==> src/logic/sbp_map.svh <==
`ifndef SBP_MAP_SVH
`define SBP_MAP_SVH
`define SBP_ADDR_W 4
`define SBP_DATA_W 16
`define SBP_OFS_CTRL_ONE 4'h0
`define SBP_OFS_CTRL_TWO 4'h4
`define SBP_OFS_RX_DATA 4'h8
`define SBP_OFS_TX_DATA 4'hC
`define SBP_BIT_RESET_N 0
`define SBP_BIT_IGNORE 1
`define SBP_BIT_DELAY 2
`define SBP_BIT_IRQ_SEL 4
`define SBP_BIT_SYNC_ERR 6
`define SBP_CTRL_RST 6'h00
`define SBP_DELAY_MAX 2'h2
`define SBP_IRQ_READY 2'h0
`define SBP_IRQ_SYNC_ERR 2'h3
`endif

==> src/logic/sbp_pkg.sv <==
package sbp_pkg;
  typedef logic [1:0] sbp_delay_t;
  typedef logic [4:0] sbp_count_t;
  typedef logic [15:0] sbp_word_t;
  typedef enum logic [1:0] {
    SBP_ST_IDLE = 2'b01,
    SBP_ST_RUN = 2'b10
  } sbp_state_t;
endpackage

==> src/logic/sbp_tx_if.sv <==
`timescale 1ns/1ns
interface sbp_tx_if;
  import sbp_pkg::*;
  logic reset_n;
  logic ignore;
  sbp_delay_t delay;
  logic data_wr;
  sbp_word_t wdata;
  logic err_wr;
  logic err_wdata;
  logic bit_edge;
  logic fs_level;
  logic sync_error;
  logic empty_n;
  logic ready;
  logic dma_event;
  logic serial_out;
  modport ctl (
    output reset_n, ignore, delay, data_wr, wdata, err_wr, err_wdata,
    output bit_edge, fs_level,
    input sync_error, empty_n, ready, dma_event, serial_out
  );
  modport tx (
    input reset_n, ignore, delay, data_wr, wdata, err_wr, err_wdata,
    input bit_edge, fs_level,
    output sync_error, empty_n, ready, dma_event, serial_out
  );
endinterface
==> src/logic/sbp_sync.sv <==
`timescale 1ns/1ns
module sbp_sync #(
  parameter int N = 3
) (
  input wire logic mclk,
  input wire logic rst_b,
  input wire logic [N-1:0] pin_in,
  output logic [N-1:0] level,
  output logic [N-1:0] rise,
  output logic [N-1:0] fall
);
  logic [N-1:0] meta_r;
  logic [N-1:0] sync_r;
  logic [N-1:0] prev_r;
  if (N < 1) begin : g_chk
    $error("sync width must be at least one");
  end
  // two stages before use, third stage only for edge finding
  always_ff @(posedge mclk or negedge rst_b) begin
    if (!rst_b) begin
      meta_r <= '0;
      sync_r <= '0;
      prev_r <= '0;
    end else begin
      meta_r <= pin_in;
      sync_r <= meta_r;
      prev_r <= sync_r;
    end
  end
  assign level = sync_r;
  assign rise = sync_r & ~prev_r;
  assign fall = ~sync_r & prev_r;
endmodule

==> src/logic/sbp_top.sv <==
// Operation
// - early receive sync without ignore drops partial word, flags error, restarts.
// - early receive sync with ignore set is ignored, shifting continues.
// - early transmit sync without ignore aborts, flags error, resends word.
// - early transmit sync with ignore set is ignored, no flag.
// - sync is early when more bits than the data delay remain.
// - receive sync restart drops any word waiting in the buffer.
// - transmit restart sends new data if written since last copy.
// - overrun when data unread, buffer full and shift register full.
// - shift to buffer only after buffer to data; copy only when not ready.
// - during overrun the shift register keeps being overwritten.
// - overrun cannot occur before three words after receiver reset.
// - overrun clears on data read, receiver reset or device reset.
// - after overrun clears, reception waits for a new sync.
// - second transmit write before copy replaces the first.
// - sync without new data marks empty and resends the old word.
// - receive sync error sticks until receiver reset or zero write.
// - writing one to a sync error flag sets it.
// - receive interrupt selection 11b routes receive sync error.
// - first sync after reset, after overrun or in a gap is normal.
// - the same sync handling applies to any sync source.
// - transmit sync error sticks until transmitter reset or zero write.
// - transmit interrupt selection 11b routes transmit sync error.
`timescale 1ns/1ns
`include "sbp_map.svh"
module sbp_top import sbp_pkg::*; #(
  parameter int WORD_W = 8
) (
  input wire logic mclk,
  input wire logic rst_b,
  input wire logic [`SBP_ADDR_W-1:0] reg_addr,
  input wire logic [`SBP_DATA_W-1:0] reg_wdata,
  input wire logic reg_wr,
  input wire logic reg_rd,
  output logic [`SBP_DATA_W-1:0] reg_rdata,
  input wire logic rx_bit_clock,
  input wire logic rx_frame_sync,
  input wire logic serial_in,
  input wire logic tx_bit_clock,
  input wire logic tx_frame_sync,
  output logic serial_out,
  output logic rx_irq,
  output logic tx_irq,
  output logic rx_dma_event,
  output logic tx_dma_event
);
  localparam sbp_count_t WLEN = sbp_count_t'(WORD_W);
  localparam sbp_word_t WMASK = sbp_word_t'((17'h00001 << WORD_W) - 17'h00001);
  logic [5:0] ctrl_one_r, ctrl_two_r;
  logic wr_one, wr_two, wr_txd, rd_rxd;
  logic [2:0] rx_lvl, rx_fall;
  logic [1:0] tx_lvl, tx_rise;
  sbp_delay_t rx_dly, tx_dly;
  sbp_state_t rx_state_r;
  sbp_count_t rx_rem_r, rx_rem_nxt, rx_q_rem_r, q_now, dly;
  sbp_word_t rx_shift_r, rx_shift_nxt, word, rx_rsr_r, rx_rbr_r, rx_drr_r;
  logic rx_rst, rx_ignore, rx_edge, fs_evt, busy, unexp, q_set, done;
  logic sync_hit, rx_halt, rx_q_r, rx_fs_prev_r, copy_bd;
  logic rx_rsr_full_r, rx_rbr_full_r, rx_ready_r, rx_ovr_r, rx_err_r;
  logic ovr_cond, ovr_prev_r;
  logic [`SBP_DATA_W-1:0] rdata_r;
  logic rx_irq_r, tx_irq_r, rx_dma_r;
  sbp_tx_if txi();
  if (WORD_W < 2 || WORD_W > 16) begin : g_chk
    $error("word width out of range");
  end
  // register port decode
  assign wr_one = reg_wr && (reg_addr == `SBP_OFS_CTRL_ONE);
  assign wr_two = reg_wr && (reg_addr == `SBP_OFS_CTRL_TWO);
  assign wr_txd = reg_wr && (reg_addr == `SBP_OFS_TX_DATA);
  assign rd_rxd = reg_rd && (reg_addr == `SBP_OFS_RX_DATA);
  always_ff @(posedge mclk or negedge rst_b) begin
    if (!rst_b) begin
      ctrl_one_r <= `SBP_CTRL_RST;
      ctrl_two_r <= `SBP_CTRL_RST;
    end else begin
      if (wr_one) begin
        ctrl_one_r <= reg_wdata[5:0];
      end
      if (wr_two) begin
        ctrl_two_r <= reg_wdata[5:0];
      end
    end
  end
  // delay code 3 behaves as the largest legal delay
  assign rx_dly = (ctrl_one_r[`SBP_BIT_DELAY +: 2] > `SBP_DELAY_MAX) ?
    `SBP_DELAY_MAX : ctrl_one_r[`SBP_BIT_DELAY +: 2];
  assign tx_dly = (ctrl_two_r[`SBP_BIT_DELAY +: 2] > `SBP_DELAY_MAX) ?
    `SBP_DELAY_MAX : ctrl_two_r[`SBP_BIT_DELAY +: 2];
  assign rx_rst = ~ctrl_one_r[`SBP_BIT_RESET_N];
  assign rx_ignore = ctrl_one_r[`SBP_BIT_IGNORE];
  // link inputs
  sbp_sync #(.N(3)) u_rx_sync (
    .mclk(mclk),
    .rst_b(rst_b),
    .pin_in({serial_in, rx_frame_sync, rx_bit_clock}),
    .level(rx_lvl),
    .rise(),
    .fall(rx_fall)
  );
  sbp_sync #(.N(2)) u_tx_sync (
    .mclk(mclk),
    .rst_b(rst_b),
    .pin_in({tx_frame_sync, tx_bit_clock}),
    .level(tx_lvl),
    .rise(tx_rise),
    .fall()
  );
  // transmitter
  assign txi.reset_n = ctrl_two_r[`SBP_BIT_RESET_N];
  assign txi.ignore = ctrl_two_r[`SBP_BIT_IGNORE];
  assign txi.delay = tx_dly;
  assign txi.data_wr = wr_txd;
  assign txi.wdata = reg_wdata & WMASK;
  assign txi.err_wr = wr_two;
  assign txi.err_wdata = reg_wdata[`SBP_BIT_SYNC_ERR];
  assign txi.bit_edge = tx_rise[0];
  assign txi.fs_level = tx_lvl[1];
  sbp_tx #(.WORD_W(WORD_W)) u_tx (
    .mclk(mclk),
    .rst_b(rst_b),
    .io(txi)
  );
  // receiver, sampled on falling bit clock edges
  assign rx_edge = rx_fall[0];
  assign fs_evt = rx_edge & rx_lvl[1] & ~rx_fs_prev_r;
  assign dly = sbp_count_t'(rx_dly);
  assign unexp = fs_evt && busy && (rx_rem_r > dly);
  assign q_now = WLEN + dly - rx_rem_r;
  assign rx_halt = rx_rst || (rd_rxd && rx_ovr_r);
  assign word = rx_shift_nxt & WMASK;
  always_comb begin
    case (rx_state_r)
      SBP_ST_RUN: busy = 1'b1;
      SBP_ST_IDLE: busy = 1'b0;
      default: busy = 1'b0;
    endcase
  end
  always_comb begin
    rx_rem_nxt = rx_rem_r;
    rx_shift_nxt = rx_shift_r;
    sync_hit = 1'b0;
    q_set = 1'b0;
    done = 1'b0;
    if (rx_edge && !rx_halt) begin
      if (fs_evt && !busy) begin
        rx_rem_nxt = WLEN + dly;
      end else if (unexp && !rx_ignore) begin
        rx_rem_nxt = WLEN + dly;
        rx_shift_nxt = 16'h0000;
        sync_hit = 1'b1;
      end else if (fs_evt && !unexp) begin
        q_set = 1'b1;
      end
      if (rx_rem_nxt != 5'h00) begin
        if (rx_rem_nxt <= WLEN) begin
          rx_shift_nxt = {rx_shift_nxt[14:0], rx_lvl[2]};
        end
        rx_rem_nxt = rx_rem_nxt - 5'h01;
        if (rx_rem_nxt == 5'h00) begin
          done = 1'b1;
          rx_rem_nxt = q_set ? q_now : (rx_q_r ? rx_q_rem_r : 5'h00);
        end
      end
    end
  end
  // an ignored early pulse leaves the word running
  always_ff @(posedge mclk or negedge rst_b) begin
    if (!rst_b) begin
      rx_state_r <= SBP_ST_IDLE;
      rx_rem_r <= 5'h00;
      rx_shift_r <= 16'h0000;
      rx_q_r <= 1'b0;
      rx_q_rem_r <= 5'h00;
      rx_fs_prev_r <= 1'b0;
    end else if (rx_halt) begin
      rx_state_r <= SBP_ST_IDLE;
      rx_rem_r <= 5'h00;
      rx_q_r <= 1'b0;
    end else if (rx_edge) begin
      rx_state_r <= (rx_rem_nxt != 5'h00) ? SBP_ST_RUN : SBP_ST_IDLE;
      rx_rem_r <= rx_rem_nxt;
      rx_shift_r <= rx_shift_nxt;
      rx_fs_prev_r <= rx_lvl[1];
      if (done || sync_hit) begin
        rx_q_r <= 1'b0;
      end else if (q_set) begin
        rx_q_r <= 1'b1;
        rx_q_rem_r <= q_now;
      end
    end
  end
  // shift, buffer and data register chain
  assign copy_bd = rx_rbr_full_r && !rx_ready_r && !sync_hit;
  always_ff @(posedge mclk or negedge rst_b) begin
    if (!rst_b) begin
      rx_rbr_full_r <= 1'b0;
      rx_rsr_full_r <= 1'b0;
      rx_rbr_r <= 16'h0000;
      rx_rsr_r <= 16'h0000;
    end else if (rx_rst || sync_hit) begin
      rx_rbr_full_r <= 1'b0;
      rx_rsr_full_r <= 1'b0;
    end else begin
      if (copy_bd) begin
        rx_rbr_full_r <= 1'b0;
      end
      if (!rx_rbr_full_r && rx_rsr_full_r) begin
        rx_rbr_r <= rx_rsr_r;
        rx_rbr_full_r <= 1'b1;
        rx_rsr_full_r <= 1'b0;
      end else if (!rx_rbr_full_r && done) begin
        rx_rbr_r <= word;
        rx_rbr_full_r <= 1'b1;
      end
      if (done && (rx_rbr_full_r || rx_rsr_full_r)) begin
        rx_rsr_r <= word;
        rx_rsr_full_r <= 1'b1;
      end
    end
  end
  always_ff @(posedge mclk or negedge rst_b) begin
    if (!rst_b) begin
      rx_ready_r <= 1'b0;
      rx_drr_r <= 16'h0000;
      rx_dma_r <= 1'b0;
    end else begin
      rx_dma_r <= copy_bd;
      if (rx_rst) begin
        rx_ready_r <= 1'b0;
      end else if (copy_bd) begin
        rx_drr_r <= rx_rbr_r;
        rx_ready_r <= 1'b1;
      end else if (rd_rxd) begin
        rx_ready_r <= 1'b0;
      end
    end
  end
  // overrun needs all three stages full, so three words at least
  assign ovr_cond = rx_ready_r && rx_rbr_full_r && rx_rsr_full_r;
  always_ff @(posedge mclk or negedge rst_b) begin
    if (!rst_b) begin
      ovr_prev_r <= 1'b0;
      rx_ovr_r <= 1'b0;
    end else if (rx_rst) begin
      ovr_prev_r <= 1'b0;
      rx_ovr_r <= 1'b0;
    end else begin
      ovr_prev_r <= ovr_cond;
      if (ovr_cond && !ovr_prev_r) begin
        rx_ovr_r <= 1'b1;
      end else if (rd_rxd) begin
        rx_ovr_r <= 1'b0;
      end
    end
  end
  // sticky sync error, set wins over a written zero
  always_ff @(posedge mclk or negedge rst_b) begin
    if (!rst_b) begin
      rx_err_r <= 1'b0;
    end else if (rx_rst) begin
      rx_err_r <= 1'b0;
    end else if (sync_hit || (wr_one && reg_wdata[`SBP_BIT_SYNC_ERR])) begin
      rx_err_r <= 1'b1;
    end else if (wr_one) begin
      rx_err_r <= 1'b0;
    end
  end
  // interrupt routing
  always_ff @(posedge mclk or negedge rst_b) begin
    if (!rst_b) begin
      rx_irq_r <= 1'b0;
      tx_irq_r <= 1'b0;
    end else begin
      case (ctrl_one_r[`SBP_BIT_IRQ_SEL +: 2])
        `SBP_IRQ_READY: rx_irq_r <= rx_ready_r;
        `SBP_IRQ_SYNC_ERR: rx_irq_r <= rx_err_r;
        default: rx_irq_r <= 1'b0;
      endcase
      case (ctrl_two_r[`SBP_BIT_IRQ_SEL +: 2])
        `SBP_IRQ_READY: tx_irq_r <= txi.ready;
        `SBP_IRQ_SYNC_ERR: tx_irq_r <= txi.sync_error;
        default: tx_irq_r <= 1'b0;
      endcase
    end
  end
  // read data stands only in the cycle after the strobe
  always_ff @(posedge mclk or negedge rst_b) begin
    if (!rst_b) begin
      rdata_r <= 16'h0000;
    end else if (reg_rd) begin
      case (reg_addr)
        `SBP_OFS_CTRL_ONE: rdata_r <= {7'h00, rx_ready_r, rx_ovr_r,
          rx_err_r, ctrl_one_r};
        `SBP_OFS_CTRL_TWO: rdata_r <= {7'h00, txi.ready, txi.empty_n,
          txi.sync_error, ctrl_two_r};
        `SBP_OFS_RX_DATA: rdata_r <= rx_drr_r;
        default: rdata_r <= 16'h0000;
      endcase
    end else begin
      rdata_r <= 16'h0000;
    end
  end
  assign reg_rdata = rdata_r;
  assign rx_irq = rx_irq_r;
  assign tx_irq = tx_irq_r;
  assign rx_dma_event = rx_dma_r;
  assign tx_dma_event = txi.dma_event;
  assign serial_out = txi.serial_out;
endmodule

==> src/logic/sbp_tx.sv <==
`timescale 1ns/1ns
module sbp_tx import sbp_pkg::*; #(
  parameter int WORD_W = 8
) (
  input wire logic mclk,
  input wire logic rst_b,
  sbp_tx_if.tx io
);
  localparam sbp_count_t WLEN = sbp_count_t'(WORD_W);
  sbp_word_t data_r, shift_r, word_cur;
  sbp_count_t rem_r, rem_nxt, q_rem_r, q_now, dly;
  logic pend_r, q_r, fs_prev_r, err_r, empty_n_r, ready_r, dma_r, out_r;
  logic rst, fs_evt, busy, unexp, start_a, start_b, q_set, done;
  logic err_hit, copy, bit_on, bit_val;
  if (WORD_W < 2 || WORD_W > 16) begin : g_chk
    $error("word width out of range");
  end
  assign rst = ~io.reset_n;
  assign dly = sbp_count_t'(io.delay);
  assign fs_evt = io.bit_edge & io.fs_level & ~fs_prev_r;
  assign busy = rem_r != 5'h00;
  assign unexp = fs_evt && busy && (rem_r > dly);
  assign q_now = WLEN + dly - rem_r;
  assign copy = (start_a || start_b) && pend_r;
  assign word_cur = (start_a && pend_r) ? data_r : shift_r;
  always_comb begin
    rem_nxt = rem_r;
    start_a = 1'b0;
    start_b = 1'b0;
    q_set = 1'b0;
    done = 1'b0;
    err_hit = 1'b0;
    bit_on = 1'b0;
    bit_val = 1'b0;
    if (io.bit_edge && !rst) begin
      if (fs_evt && !busy) begin
        rem_nxt = WLEN + dly;
        start_a = 1'b1;
      end else if (unexp && !io.ignore) begin
        rem_nxt = WLEN + dly;
        start_a = 1'b1;
        err_hit = 1'b1;
      end else if (fs_evt && !unexp) begin
        q_set = 1'b1;
      end
      if (rem_nxt != 5'h00) begin
        if (rem_nxt <= WLEN) begin
          bit_on = 1'b1;
          bit_val = word_cur[4'(rem_nxt - 5'h01)];
        end
        rem_nxt = rem_nxt - 5'h01;
        if (rem_nxt == 5'h00) begin
          done = 1'b1;
          start_b = q_set || q_r;
          rem_nxt = q_set ? q_now : (q_r ? q_rem_r : 5'h00);
        end
      end
    end
  end
  // word timing; an ignored early pulse changes nothing
  always_ff @(posedge mclk or negedge rst_b) begin
    if (!rst_b) begin
      rem_r <= 5'h00;
      q_r <= 1'b0;
      q_rem_r <= 5'h00;
      fs_prev_r <= 1'b0;
      out_r <= 1'b0;
    end else if (rst) begin
      rem_r <= 5'h00;
      q_r <= 1'b0;
      out_r <= 1'b0;
    end else if (io.bit_edge) begin
      rem_r <= rem_nxt;
      fs_prev_r <= io.fs_level;
      out_r <= bit_on & bit_val;
      if (done || err_hit) begin
        q_r <= 1'b0;
      end else if (q_set) begin
        q_r <= 1'b1;
        q_rem_r <= q_now;
      end
    end
  end
  // data and shift registers, last write replaces the earlier one
  always_ff @(posedge mclk or negedge rst_b) begin
    if (!rst_b) begin
      data_r <= 16'h0000;
      shift_r <= 16'h0000;
      pend_r <= 1'b0;
    end else begin
      if (io.data_wr) begin
        data_r <= io.wdata;
      end
      if (rst) begin
        shift_r <= 16'h0000;
      end else if (copy) begin
        shift_r <= data_r;
      end
      if (io.data_wr) begin
        pend_r <= 1'b1;
      end else if (rst || copy) begin
        pend_r <= 1'b0;
      end
    end
  end
  // empty and ready status
  always_ff @(posedge mclk or negedge rst_b) begin
    if (!rst_b) begin
      empty_n_r <= 1'b0;
      ready_r <= 1'b1;
      dma_r <= 1'b0;
    end else begin
      dma_r <= copy;
      if (rst) begin
        empty_n_r <= 1'b0;
        ready_r <= 1'b1;
      end else begin
        if (copy) begin
          empty_n_r <= 1'b1;
        end else if ((start_a || start_b || done) && !pend_r) begin
          empty_n_r <= 1'b0;
        end
        if (copy) begin
          ready_r <= 1'b1;
        end else if (io.data_wr) begin
          ready_r <= 1'b0;
        end
      end
    end
  end
  // sticky sync error, set wins over a written zero
  always_ff @(posedge mclk or negedge rst_b) begin
    if (!rst_b) begin
      err_r <= 1'b0;
    end else if (rst) begin
      err_r <= 1'b0;
    end else if (err_hit || (io.err_wr && io.err_wdata)) begin
      err_r <= 1'b1;
    end else if (io.err_wr) begin
      err_r <= 1'b0;
    end
  end
  assign io.sync_error = err_r;
  assign io.empty_n = empty_n_r;
  assign io.ready = ready_r;
  assign io.dma_event = dma_r;
  assign io.serial_out = out_r;
endmodule

==> config.mk <==
export PLATFORM = sky130hd
export DESIGN_NAME = sbp_top
export DESIGN_NICKNAME = d
export VERILOG_FILES = /design/src/logic/sbp_pkg.sv /design/src/logic/sbp_tx_if.sv /design/src/logic/sbp_sync.sv /design/src/logic/sbp_top.sv /design/src/logic/sbp_tx.sv
export VERILOG_INCLUDE_DIRS = /design/src /design/src/logic
export SDC_FILE = /design/constraint.sdc
export NUM_CORES = 1
export LEC_CHECK = 0
export BUFFER_PORTS_ARGS = -buffer_cell sky130_fd_sc_hd__buf_2
export CAP_MARGIN = 20
export CORE_MARGIN = 2
export CORE_UTILIZATION = 65
export CTS_CLUSTER_SIZE = 12
export DETAILED_ROUTE_END_ITERATION = 12
export PLACE_DENSITY = 0.86
export RECOVER_POWER = 50
export SLEW_MARGIN = 5
export SYNTH_ARGS = -nofsm -noshare
export SYNTH_HDL_FRONTEND = slang
export SYNTH_SLANG_ARGS = --single-unit
==> constraint.sdc <==
create_clock -name mclk -period 6.45 [get_ports mclk]
set_input_delay 0.9675 -clock mclk [delete_from_list [all_inputs] [get_ports mclk]]
set_output_delay 0.9675 -clock mclk [all_outputs]
set_load 0.01 [all_outputs]
==> metrics.md <==
| Metric | Value |
|---|---|
| Hpwl dp | `about 9.5 mm` |
| CTS tree | `yes` |
| Die Y | `around 100 µm` |
| Top FF cell, synth | `dfrtp_1` |
| Clk buf depth | `2` |
| Top cell type's share of synthesized area | `~49%` |
| Finished Layout Cells | `around 750` |
| Final GP Congestion | `0.931` |
| Synth top cells by count | `dfrtp_1, nand2_1, nor2_1, o21ai_0, mux2_2` |
| Crit path buf inv count | `1` |
| Number of global-route vias before repair | `roughly 4,800` |
| Placed cell count | `roughly 720` |
| Max-slew headroom | `-172%` |
| Worst setup EP type | `register` |
| Async S/R FF share, synth | `between 90% and 100%` |
| Total gr overflow | `0` |
| Max H-tree Level | `4` |
| DRT iter0 DRCs | `297` |
| Area leader, netlist | `dfrtp_1` |
| Die width | `between 100 and 150 µm` |
| Worst Hold Class | `reg -> reg` |
| FP Rows | `35` |
| TNS Setup | `0 ns` |
| # Max-Cap Violations | `1` |
| Number of flops mapped to enable cells by yosys | `0` |
| Hold-fix buffers, CTS | `0` |
| Pin count of the biggest net entering global routing | `just over 80` |
| Synthesis-to-layout area growth | `11.9%` |
| Initial Util | `roughly 66%` |
| Final setup viols | `0` |
| Total power | `about 2200 µW` |
| Worst vdd ir | `~0.25 mV` |
| Most frequent cell after synthesis | `dfrtp_1` |
| PortBufs | `34` |
| FMAX | `about 0.2 GHz` |
| Postcts setup bufs | `0` |
| Crit Path Category | `reg -> reg` |
| Seq cells post-synth | `between 100 and 150` |
| Final nets | `~670` |
| Dominant cells by area after synthesis | `dfrtp_1, mux2_2, o21ai_0` |
| Drt first pass iters | `6` |
| Fin crit period | `around 5.0 ns` |
| Initial antenna violation count | `0` |
| Family with the most delay on the worst path | `compound AO/OA/AOI/OAI gates` |
| Final core utilization | `around three quarters` |
| Pwr dens | `between 300 and 400 nW/µm²` |
| # diodes | `0` |
| Syn Inst Count | `590` |
| DRT antenna net count | `0` |
| Avg Cell Area, Syn | `10.3 µm²` |
| Clk Latency, worst-skew pair | `roughly 0.52 ns` |
| Max-slew violations | `between 80 and 90` |
| Routed wire per std cell | `between 15 and 20 µm` |
| GRT Util Overall | `29.7%` |
| Slowest cell on crit path | `o31ai_1` |
| Status | `finished, violations left` |
| Cell Area, Synth | `a little over 6000 µm²` |
| Type of origin of the critical path | `register` |
| WP data required | `roughly 6.9 ns` |
| I/O Pins | `50` |
| Post-synthesis sequential area ratio | `roughly half` |
| Die area | `~10,000 µm²` |
| First-pass GRT wire length | `about 23 mm` |
| Vias per cell | `roughly 6.4` |
| Crit path max fanout | `19` |
| Endpoints failing hold | `0` |
| Final period util | `just under 80%` |
| Violated checks | `capacitance limit, slew limit` |
| Share of cells above drive strength 1 | `17.5%` |
| Slowest stage delay, CP | `around 0.75 ns` |
| Root Buffer | `clkbuf_8` |
| Most frequent CP cell | `ha_1` |
| Routed wire length | `between 10 and 15 mm` |
| Core ar. | `roughly 9200 µm²` |
| CTS Buf Count | `17` |
| Sink Count | `122` |
| Post-CTS resize count | `0` |
| WHS | `0.344 ns` |
| RSZ-0062 raised after global routing | `no` |
| Critical Path, Cell by Cell | `inv_1, nand2_1, ha_1, and2_1, o31ai_1, a21oi_1, mux2_2, ha_1, or3_1, o21a_1, o22ai_1, and3_1, a22oi_1, a211oi_1` |
| Post-synthesis cell type count | `70` |
| Worst EP arrival | `~5.4 ns` |
| Yosys warning count | `0` |
| Max Clock Skew | `around 0.011 ns` |
| Worst-path clk slew | `approximately 0.06 ns` |
| Remaining DRCs | `0` |
| Fill count | `583` |
| Leak pwr | `roughly 0.0031 µW` |
| Slew at the pin closest to its max-slew limit | `~4.1 ns` |
| Vias | `between 4,000 and 5,000` |
## routing by layer
metal / vias to the layer above / GRT usage [%] / wire length, µm
li1: 2174 / - / -
met1: 2341 / 36.2 / 5680
met2: 220 / 51.7 / 7320
met3: 57 / 5.34 / 756
met4: 0 / 13.4 / 504
met5: - / 0 / 0
## placed cells by master, fill, tap and decap left out, types with 16 or more instances in the layout
cell,instances
a21oi_1,29
buf_2,29
clkbuf_16,16
dfrtp_1,120
inv_1,29
mux2_2,36
mux2i_1,16
nand2_1,54
nand3_1,21
nor2_1,46
o21ai_0,46
## flip-flops by register name, summed over array words and instances (netlist names), 3 cells and up
signal and flops:
rx_rsr_r 8, ctrl_one_r 6, u_tx.q_rem_r 5, u_tx.shift_r 8, rx_shift_r 8, rx_rem_r 5, u_tx.data_r 8, rx_q_rem_r 5
u_tx.rem_r 5, reg_rdata 9, rx_rbr_r 8, u_rx_sync.level 3, u_rx_sync.meta_r 3, rx_drr_r 8, ctrl_two_r 6
## per-stage QoR
| step | instance area [µm²] | setup slack (ns) |
|---|---|---|
| 2_1_floorplan | 6100 | 2.53 |
| 3_3_place_gp | 6280 | 1.59 |
| 3_5_place_dp | 6280 | 1.55 |
| 4_1_cts | 6820 | 1.53 |
| 5_1_grt | 6810 | 0.995 |
| 6_report | 6810 | 1.45 |
## worst register-to-register path, cell delays in order (launching register included)
cell      delay (ns)
dfrtp_1         0.48
inv_1           0.15
nand2_1         0.09
ha_1            0.32
and2_1          0.18
o31ai_1         0.75
a21oi_1         0.40
mux2_2          0.40
ha_1            0.27
or3_1           0.41
o21a_1          0.19
o22ai_1         0.17
and3_1          0.61
a22oi_1         0.26
a211oi_1        0.24
## power breakdown
group | total [µW] | leakage, µW | switching, µW | internal (µW)
Clock | 847 | 0.000248 | 333 | 514
Sequential | 905 | 0.00159 | 79.8 | 825
Combinational | 444 | 0.00129 | 262 | 182
Total | 2200 | 0.00313 | 675 | 1520
## path summary, 6_finish.rpt
kind | depth (start not counted) | startpoint | slack [ns] | endpoint
worst max-delay path | 14 | ctrl_one_r[3]$_DFFE_PN0P_ | 1.45 | rx_rbr_r[7]$_DFFE_PN0P_
worst min-delay path | 0 | u_rx_sync.meta_r[2]$_DFF_PN0_ | 0.34 | u_rx_sync.level[2]$_DFF_PN0_
worst max register to register | 14 | ctrl_one_r[3]$_DFFE_PN0P_ | 1.45 | rx_rbr_r[7]$_DFFE_PN0P_
worst min register to register | 0 | u_rx_sync.meta_r[2]$_DFF_PN0_ | 0.34 | u_rx_sync.level[2]$_DFF_PN0_
max in group asynchronous | 2 | rst_b | 1.90 | ctrl_one_r[1]$_DFFE_PN0P_
min in group asynchronous | 1 | rst_b | 1.87 | u_tx.shift_r[7]$_DFFE_PN0P_
## cell type report
| cell class | instances | area, µm² | share of cell area [%] |
|---|---|---|---|
| Sequential cell | 122 | 3060 | 44.9 |
| Multi-Input combinational cell | 417 | 2790 | 41.1 |
| Clock buffer | 19 | 432 | 6.34 |
| Timing Repair Buffer | 36 | 176 | 2.59 |
| Tap cell | 111 | 139 | 2.04 |
| Inverter | 29 | 109 | 1.60 |
| Clock inverter | 11 | 100 | 1.47 |
## cell families after synthesis
kind of cell | synth area share [%]
other | 0.0617
muxes | 9.30
DFF | 50.3
and+or+nand+nor | 15.0
adders and majority gates | 3.13
buffers and inverters | 4.16
xor gates and xnor gates | 0.720
AOI/OAI and AO/OA | 17.3
No activity file was read; power rests on OpenSTA's default activity.
